## src/common/rsmi_cfg.svh

```systemverilog
`ifndef RSMI_CFG_SVH
`define RSMI_CFG_SVH

// register indices; byte address is four times the index
`define RSMI_IDX_STS_A   6'h16
`define RSMI_IDX_STS_B   6'h17
`define RSMI_IDX_EN_A    6'h18
`define RSMI_IDX_EN_B    6'h19
`define RSMI_IDX_PCFG0   6'h2c
`define RSMI_IDX_PCFG1   6'h2d
`define RSMI_IDX_EN_C    6'h3a
`define RSMI_IDX_EN_D    6'h3b
`define RSMI_IDX_PDATA   6'h3c

// reset values
`define RSMI_RST_STS     8'h00
`define RSMI_RST_EN      8'h00
`define RSMI_RST_PCFG    8'h8c
`define RSMI_RST_PDATA   2'h0

// implemented-bit masks, reserved bits read zero
`define RSMI_MSK_STS_A   8'hfe
`define RSMI_MSK_B_FULL  8'hff
`define RSMI_MSK_B_NOSTR 8'haf
`define RSMI_MSK_B_RED   8'hfc
`define RSMI_MSK_EN_A    8'h9f
`define RSMI_MSK_EN_B    8'hf7
`define RSMI_MSK_PCFG    8'h8f

// field positions
`define RSMI_EN_B_PME    5
`define RSMI_EN_B_SIRQ   6
`define RSMI_EN_B_PIN    7
`define RSMI_PC_DIR      0
`define RSMI_PC_INV      1
`define RSMI_PC_FN_HI    3
`define RSMI_PC_FN_LO    2
`define RSMI_PC_OD       7

`endif

```

## src/common/rsmi_pkg.sv

```systemverilog
package rsmi_pkg;

  typedef logic [7:0] rsmi_byte_t;

  typedef enum logic [1:0] {
    RSMI_FN_GPIO = 2'b00,
    RSMI_FN_RSVD = 2'b01,
    RSMI_FN_EDGE = 2'b10,
    RSMI_FN_KBD  = 2'b11
  } rsmi_fn_e;

endpackage : rsmi_pkg

```

## src/rtl/rsmi_top.sv

```systemverilog
// Operation
// - status register A resets zero; bit0 reserved, bits1-7 latch the seven pin events.
// - any status bit clears when software writes one to it.
// - full variant status B maps serial3,4, gpio32,33, serial5, gpio42, serial6, gpio61.
// - full variant with strap low makes status B bits 4 and 6 reserved.
// - reduced variant reserves B bits 0,1; bits 4 and 6 both report serial5.
// - enable A resets zero; bits 0-4 and 7 enable sources, 5-6 reserved.
// - enable B resets zero; bits 0-2 and 4 enable sources, bit 3 reserved.
// - only enabled sources contribute to the group interrupt.
// - enable B bit 5 forwards group interrupt into power-management-event logic.
// - enable B bit 6 places group interrupt onto serial IRQ stream.
// - enable B bit 7 drives group interrupt onto the dedicated pin.
// - pin config bit0 direction (1 input), bit1 polarity invert, bits 6-4 reserved.
// - keyboard data pin function: 11 keyboard, 10 edge interrupt 0, 00 gpio.
// - keyboard clock pin function: 11 keyboard, 10 edge interrupt 1, 00 gpio.
// - pin config bit7 picks open drain when one, push-pull when zero.
// - both pin config registers reset to 0x8c.
`timescale 1ns/1ps
`include "rsmi_cfg.svh"

module rsmi_top
  import rsmi_pkg::*;
#(
  parameter int  ADDR_W = 8,  // apb byte address width
  parameter bit  FULL   = 1'b1 // full variant when set
) (
  input  wire logic              clk_sys_i,          // 40 MHz system clock
  input  wire logic              reset_n_i,          // async reset, standby power-on
  input  wire logic              ce_i,               // clock enable, freezes state
  input  wire logic              config_strap_option_i, // strap, caught after reset
  input  wire logic              psel_i,             // apb select
  input  wire logic              penable_i,          // apb enable
  input  wire logic              pwrite_i,           // apb direction
  input  wire logic [ADDR_W-1:0] paddr_i,            // apb byte address
  input  wire logic [31:0]       pwdata_i,           // apb write data
  output logic      [31:0]       prdata_o,           // apb read data
  output logic                   pready_o,           // apb ready
  output logic                   pslverr_o,          // apb error, unmapped
  input  wire logic [7:0]        src_en_a_i,         // levels gated by enable A
  input  wire logic [4:0]        src_en_b_i,         // levels gated by enable B
  input  wire logic [4:0]        evt_gpio_hi_i,      // gpio54..57,60 event pulses
  input  wire logic [7:0]        evt_sts_b_i,        // status B event pulses
  input  wire logic [1:0]        pin_in_i,           // kbd data/clock pin level
  output logic      [1:0]        pin_o,              // pin output value
  output logic      [1:0]        pin_oe_n_o,         // pin drive, low drives
  input  wire logic [1:0]        kbd_out_i,          // keyboard logic drive value
  output logic      [1:0]        kbd_in_o,           // pin level to keyboard logic
  output logic                   group_int_pin_n_o,  // dedicated pin, active low
  output logic                   group_to_serial_irq_o, // serial irq request
  output logic                   group_to_pm_event_o // pm event request
);

  // register file
  rsmi_byte_t sts_a_ff;
  rsmi_byte_t sts_b_ff;
  rsmi_byte_t en_a_ff;
  rsmi_byte_t en_b_ff;
  rsmi_byte_t en_c_ff;
  rsmi_byte_t en_d_ff;
  rsmi_byte_t pcfg_ff [2];
  logic [1:0] pdata_ff;
  logic       strap_ff;
  logic       strap_taken_ff;
  logic [1:0] prev_lvl_ff;

  // apb decode
  wire logic [ADDR_W-3:0] idx      = paddr_i[ADDR_W-1:2];
  wire logic              access   = psel_i & penable_i;
  wire logic              done     = access & pready_o;
  wire logic              wr       = done & pwrite_i;
  wire rsmi_byte_t        wbyte    = pwdata_i[7:0];
  wire logic              hit_sa   = idx == `RSMI_IDX_STS_A;
  wire logic              hit_sb   = idx == `RSMI_IDX_STS_B;
  wire logic              hit_ea   = idx == `RSMI_IDX_EN_A;
  wire logic              hit_eb   = idx == `RSMI_IDX_EN_B;
  wire logic              hit_ec   = idx == `RSMI_IDX_EN_C;
  wire logic              hit_ed   = idx == `RSMI_IDX_EN_D;
  wire logic              hit_p0   = idx == `RSMI_IDX_PCFG0;
  wire logic              hit_p1   = idx == `RSMI_IDX_PCFG1;
  wire logic              hit_pd   = idx == `RSMI_IDX_PDATA;
  wire logic              hit_any  = hit_sa | hit_sb | hit_ea | hit_eb | hit_ec
                                   | hit_ed | hit_p0 | hit_p1 | hit_pd;

  // status B implemented bits depend on variant and strap
  wire rsmi_byte_t msk_b = !FULL     ? `RSMI_MSK_B_RED :
                           strap_ff  ? `RSMI_MSK_B_FULL :
                                       `RSMI_MSK_B_NOSTR;

  // per-pin datapath
  logic [1:0] lvl;
  logic [1:0] edge_evt;
  logic [1:0] raw_out;
  logic [1:0] drive;
  genvar gi;
  generate
    for (gi = 0; gi < 2; gi++)
    begin : g_pin
      wire rsmi_fn_e fn  = rsmi_fn_e'(pcfg_ff[gi][`RSMI_PC_FN_HI:`RSMI_PC_FN_LO]);
      wire logic     inv = pcfg_ff[gi][`RSMI_PC_INV];
      wire logic     val = (fn == RSMI_FN_KBD) ? kbd_out_i[gi]
                                               : pdata_ff[gi];
      assign lvl[gi]      = pin_in_i[gi] ^ inv;
      assign edge_evt[gi] = (fn == RSMI_FN_EDGE) && (lvl[gi] != prev_lvl_ff[gi]);
      assign raw_out[gi]  = val ^ inv;
      // open drain only pulls low; a high is left to the pull-up
      assign drive[gi]    = !pcfg_ff[gi][`RSMI_PC_DIR]
                          && (!pcfg_ff[gi][`RSMI_PC_OD] || !raw_out[gi]);
    end
  endgenerate

  // events and clears
  wire rsmi_byte_t evt_a  = {evt_gpio_hi_i, edge_evt, 1'b0};
  wire rsmi_byte_t evt_b  = FULL ? evt_sts_b_i
                          : {evt_sts_b_i[7], evt_sts_b_i[4], evt_sts_b_i[5:2], 2'b00};
  wire rsmi_byte_t clr_a  = (wr && hit_sa) ? wbyte : 8'h00;
  wire rsmi_byte_t clr_b  = (wr && hit_sb) ? wbyte : 8'h00;
  // set wins over clear on the same edge
  wire rsmi_byte_t nxt_sts_a = ((sts_a_ff & ~clr_a) | evt_a) & `RSMI_MSK_STS_A;
  wire rsmi_byte_t nxt_sts_b = ((sts_b_ff & ~clr_b) | evt_b) & msk_b;

  // group interrupt
  wire logic grp_any = |(src_en_a_i & en_a_ff)
                     | |(src_en_b_i & en_b_ff[4:0])
                     | |(sts_a_ff & en_c_ff)
                     | |(sts_b_ff & en_d_ff);

  // read mux
  wire rsmi_byte_t rd_byte =
      hit_sa ? sts_a_ff :
      hit_sb ? sts_b_ff :
      hit_ea ? en_a_ff  :
      hit_eb ? en_b_ff  :
      hit_ec ? en_c_ff  :
      hit_ed ? en_d_ff  :
      hit_p0 ? pcfg_ff[0] :
      hit_p1 ? pcfg_ff[1] :
      hit_pd ? {4'h0, lvl, pdata_ff} : 8'h00;

  // apb answers after one wait state so read data comes from a flop
  always_ff @(posedge clk_sys_i or negedge reset_n_i)
  begin
    if (!reset_n_i)
    begin
      pready_o  <= 1'b0;
      pslverr_o <= 1'b0;
      prdata_o  <= 32'h0000_0000;
    end
    else if (ce_i)
    begin
      pready_o  <= access & ~pready_o;
      pslverr_o <= access & ~pready_o & ~hit_any;
      prdata_o  <= {24'h00_0000, rd_byte};
    end
  end

  // strap taken once after release; an async reset may not load a port value
  always_ff @(posedge clk_sys_i or negedge reset_n_i)
  begin
    if (!reset_n_i)
    begin
      strap_ff       <= 1'b0;
      strap_taken_ff <= 1'b0;
    end
    else if (ce_i && !strap_taken_ff)
    begin
      strap_ff       <= config_strap_option_i;
      strap_taken_ff <= 1'b1;
    end
  end

  always_ff @(posedge clk_sys_i or negedge reset_n_i)
  begin
    if (!reset_n_i)
    begin
      sts_a_ff <= `RSMI_RST_STS;
      sts_b_ff <= `RSMI_RST_STS;
    end
    else if (ce_i)
    begin
      sts_a_ff <= nxt_sts_a;
      sts_b_ff <= nxt_sts_b;
    end
  end

  always_ff @(posedge clk_sys_i or negedge reset_n_i)
  begin
    if (!reset_n_i)
    begin
      en_a_ff <= `RSMI_RST_EN;
      en_b_ff <= `RSMI_RST_EN;
      en_c_ff <= `RSMI_RST_EN;
      en_d_ff <= `RSMI_RST_EN;
    end
    else if (ce_i && wr)
    begin
      if (hit_ea) en_a_ff <= wbyte & `RSMI_MSK_EN_A;
      if (hit_eb) en_b_ff <= wbyte & `RSMI_MSK_EN_B;
      if (hit_ec) en_c_ff <= wbyte & `RSMI_MSK_STS_A;
      if (hit_ed) en_d_ff <= wbyte;
    end
  end

  always_ff @(posedge clk_sys_i or negedge reset_n_i)
  begin
    if (!reset_n_i)
    begin
      pcfg_ff[0] <= `RSMI_RST_PCFG;
      pcfg_ff[1] <= `RSMI_RST_PCFG;
      pdata_ff   <= `RSMI_RST_PDATA;
    end
    else if (ce_i && wr)
    begin
      if (hit_p0) pcfg_ff[0] <= wbyte & `RSMI_MSK_PCFG;
      if (hit_p1) pcfg_ff[1] <= wbyte & `RSMI_MSK_PCFG;
      if (hit_pd) pdata_ff   <= wbyte[1:0];
    end
  end

  // pins and routing; the direction bit is not forced in keyboard mode,
  // software must keep it at zero there
  always_ff @(posedge clk_sys_i or negedge reset_n_i)
  begin
    if (!reset_n_i)
    begin
      prev_lvl_ff           <= 2'h3; // idle pins rest high, no false edge
      pin_o                 <= 2'h0;
      pin_oe_n_o            <= 2'h3;
      kbd_in_o              <= 2'h3;
      group_int_pin_n_o     <= 1'b1;
      group_to_serial_irq_o <= 1'b0;
      group_to_pm_event_o   <= 1'b0;
    end
    else if (ce_i)
    begin
      prev_lvl_ff           <= lvl;
      pin_o                 <= raw_out;
      pin_oe_n_o            <= ~drive;
      kbd_in_o              <= lvl;
      group_int_pin_n_o     <= ~(grp_any & en_b_ff[`RSMI_EN_B_PIN]);
      group_to_serial_irq_o <= grp_any & en_b_ff[`RSMI_EN_B_SIRQ];
      group_to_pm_event_o   <= grp_any & en_b_ff[`RSMI_EN_B_PME];
    end
  end
endmodule : rsmi_top

```

## config.mk

```make
export PLATFORM = sky130hd
export DESIGN_NAME = rsmi_top
export DESIGN_NICKNAME = d
export VERILOG_FILES = /design/src/common/rsmi_pkg.sv /design/src/rtl/rsmi_top.sv
export VERILOG_INCLUDE_DIRS = /design/src /design/src/common
export SDC_FILE = /design/constraint.sdc
export NUM_CORES = 1
export LEC_CHECK = 0
export BUFFER_PORTS_ARGS = -buffer_cell sky130_fd_sc_hd__buf_2
export CAP_MARGIN = 10
export CORE_ASPECT_RATIO = 0.8
export CORE_MARGIN = 2
export CORE_UTILIZATION = 36
export CTS_CLUSTER_DIAMETER = 120
export DETAILED_ROUTE_END_ITERATION = 8
export HOLD_SLACK_MARGIN = 0.03
export PLACE_DENSITY = 0.67
export SLEW_MARGIN = 0
export SYNTH_ARGS = -nofsm -noshare
export SYNTH_HDL_FRONTEND = slang
export SYNTH_SLANG_ARGS = --single-unit
```

## constraint.sdc

```tcl
create_clock -name clk_sys_i -period 2.5 [get_ports clk_sys_i]
set_clock_uncertainty 0.15 [all_clocks]
set_input_delay 0.125 -clock clk_sys_i [delete_from_list [all_inputs] [get_ports clk_sys_i]]
set_output_delay 0.125 -clock clk_sys_i [all_outputs]
set_load 0.05 [all_outputs]
```

==> metrics.txt <==
status finished clean; Finished Layout Cells 627; clk_lat worst skew 0.35 ns; Die ar. 12100 um^2; core area 10900 um^2; GRT met3 Usage 0.0677; Pwr per Cell Area 602 nW/um^2; Crit Reg-Reg Startpoint pready_o$_DFFE_PN0P_; DRC Markers 0; min Tclk post-route 2.34 ns; DRT iter0 DRCs 268; vias in the first global route 3439; Overall Global Routing Usage 0.207; hold_ws 0.0390 ns; Placer Congestion 0.888; CP Capture Type flop; hold wc startpoint pwdata_i[1]; met1 Track Usage GR 0.307; row cnt 34; R2R setup slack 0.16 ns; prevailing post-synth register cell dfrtp_1; Netlist cell types 63; sequential cell area 1920 um^2; most used routing layer in global routing met1; synth warn 0; post-CTS setup buffers 0; clock slew at reported path FFs 0.06 ns; clock buffer depth 2; total grt overflow 0; I/O pin cnt 120; CTS tree built; Placed Instances 577; Max Cap Viol 0; Setup Viol. Count Final 0; pin count of the biggest net entering global routing 77; Post-synth EDFFs 0; Multi-input gate area 1950 um^2; DP Area 4450 um^2; Netlist Area Pre-Place 4050 um^2; HP Class input port to flop; reg2reg path depth 7; Worst Path Arrival 2.41 ns; Final Util 0.469; first-pass GRT wire length 18900 um; Vias 3449; Initial Util 0.371; filler cell count 1031; #FFs+latches synth 76; routed len/inst 19.2 um; CP required 2.57 ns; Pleak 2.36 nW; R2R Path End sts_b_ff[3]$_DFFE_PN0P_; Cells after Synth 376; TritonCTS buffer count 9; Final Cell Area 5110 um^2; Final ANT Viol Nets 0; Seq/Total Area, Yosys 0.474; nets@finish 555; final hold violation count 0; Min-Delay Path Depth 3; f_max 428 MHz; share of cells above drive strength 1 0.321; CP Launch Type flop; clock sinks 76; initial antenna violation count 0; routing usage on met2 0.294; Diodes inserted 0; RSZ-0062 raised after global routing false; Port Buf Inserts 66; CTS Root Cell clkbuf_16; DR pass1 iterations 4; die height 98.8 um; Syn Area/Cell 10.8 um^2; hpwl dp 8520 um; Synth-to-Final Area Change 26.2%; die width 123 um; H-tree depth 3; peak supply drop 0.494 mV; period utilization 0.935; post-synthesis async set-or-reset flop share 1.00; Hold Path End sts_b_ff[1]$_DFFE_PN0P_; Detailed Route WL 12000 um; WS Path Type flop to flop; Least-Margin Pin Slew 0.979 ns; worst-path maximum fanout 8; Via density 5.50; worst slew margin relative to its limit 0.347; final slew viol count 0; setup tns final 0 ns
-- metal layers --
| layer | share of wire | up-vias | routed length, um |
|---|---|---|---|
| met5 | 0 | - | 0 |
| met2 | 0.43 | 171 | 5150 |
| met4 | 0.0092 | 0 | 111 |
| met3 | 0.095 | 15 | 1140 |
| met1 | 0.47 | 1709 | 5610 |
| li1 | - | 1554 | - |
-- final cells by class --
type	count	area share
Clock buffer	10	0.0448
Sequential cell	76	0.375
Tap cell	144	0.0353
Inverter	5	0.00368
Multi-Input combinational cell	279	0.382
Timing Repair Buffer	107	0.142
Clock inverter	6	0.0174
-- cells by family (layout without fill, tap and decap cells) --
| kind of cell | count (synthesis) | count (layout) | share of synthesized area |
|---|---|---|---|
| buf+inv | 44 | 128 | 0.0668 |
| mux | 48 | 48 | 0.133 |
| xor+xnor | 6 | 6 | 0.0130 |
| simple gates | 112 | 112 | 0.148 |
| flops | 76 | 76 | 0.474 |
| compound gates | 89 | 89 | 0.165 |
| other cells | 1 | 24 | 0.000927 |
-- per-stage QoR --
| step | setup WS (ns) | total power [mW] |
|---|---|---|
| 3_5_place_dp | 0.435 | 1.67 |
| 5_1_grt | 0.0862 | 3.18 |
| 2_1_floorplan | 0.320 | 1.57 |
| 6_report | 0.162 | 3.07 |
| 3_3_place_gp | 0.514 | 1.67 |
| 4_1_cts | 0.0911 | 3.09 |
-- worst max-delay path, stage by stage (launching register included) --
cell and delay (ns):
dfrtp_1 0.38, nand2_1 0.18, or2_4 0.35, nor2_1 0.21, buf_4 0.18, nand2_1 0.06
a22o_1 0.17, dlygate4sd3_1 0.55
-- where the power goes --
group	switching, mW	internal (mW)	total [mW]
Clock	0.512	0.873	1.39
Sequential	0.0264	1.26	1.29
Combinational	0.282	0.114	0.396
Total	0.821	2.25	3.07
-- cell usage after synthesis, drive strengths merged, types with 7 or more instances --
library cell,count,area share
clkbuf,7,0.0068
mux2,45,0.13
o21ai,9,0.012
buf,32,0.055
dfstp,11,0.071
a21oi,12,0.015
a22o,17,0.037
dfrtp,65,0.40
a21o,7,0.013
nand3,9,0.011
nor2,28,0.029
a22oi,9,0.017
nand2,34,0.032
-- timing repair --
item                                    in CTS  in global routing
gates resized for setup                      0                  1
endpoints found under the setup margin       0                  5
endpoints found under the hold margin      107                  0
hold buffers                                34                  0
-- worst max path at each step --
stage / endpoint / from / cells past startpoint
2_1_floorplan: g_pin[0].inv$_DFFE_PN0P_ / pready_o$_DFFE_PN0P_ / 5
3_3_place_gp: en_b_ff[7]$_DFFE_PN0P_ / pready_o$_DFFE_PN0P_ / 4
3_5_place_dp: prdata_o[4]$_DFFE_PN0P_ / paddr_i[5] / 6
4_1_cts: sts_b_ff[3]$_DFFE_PN0P_ / pready_o$_DFFE_PN0P_ / 7
5_1_grt: sts_b_ff[7]$_DFFE_PN0P_ / pready_o$_DFFE_PN0P_ / 7
6_report: sts_b_ff[3]$_DFFE_PN0P_ / pready_o$_DFFE_PN0P_ / 7
-- cells in the final DEF (no fill, tap or decap), types with 11 or more instances in the layout --
cell type,netlist,layout
buf_2,5,65
dfrtp_1,65,65
conb_1,1,24
nor2_1,25,25
a22o_1,17,17
dlygate4sd3_1,0,34
a21oi_1,12,12
dfstp_2,11,11
mux2_2,45,45
nand2_1,34,34
-- registers in the layout, indices dropped and copies added (netlist names), 2 cells and up --
register and count:
pcfg_ff 4, en_c_ff 7, prdata_o 8, en_b_ff 7, pin_oe_n_o 2, g_pin.inv 2, en_a_ff 6, sts_a_ff 7
en_d_ff 8, pdata_ff 2, pin_o 2, kbd_in_o 2, sts_b_ff 8, g_pin.fn 4
Power figures use the tool's default switching activity.
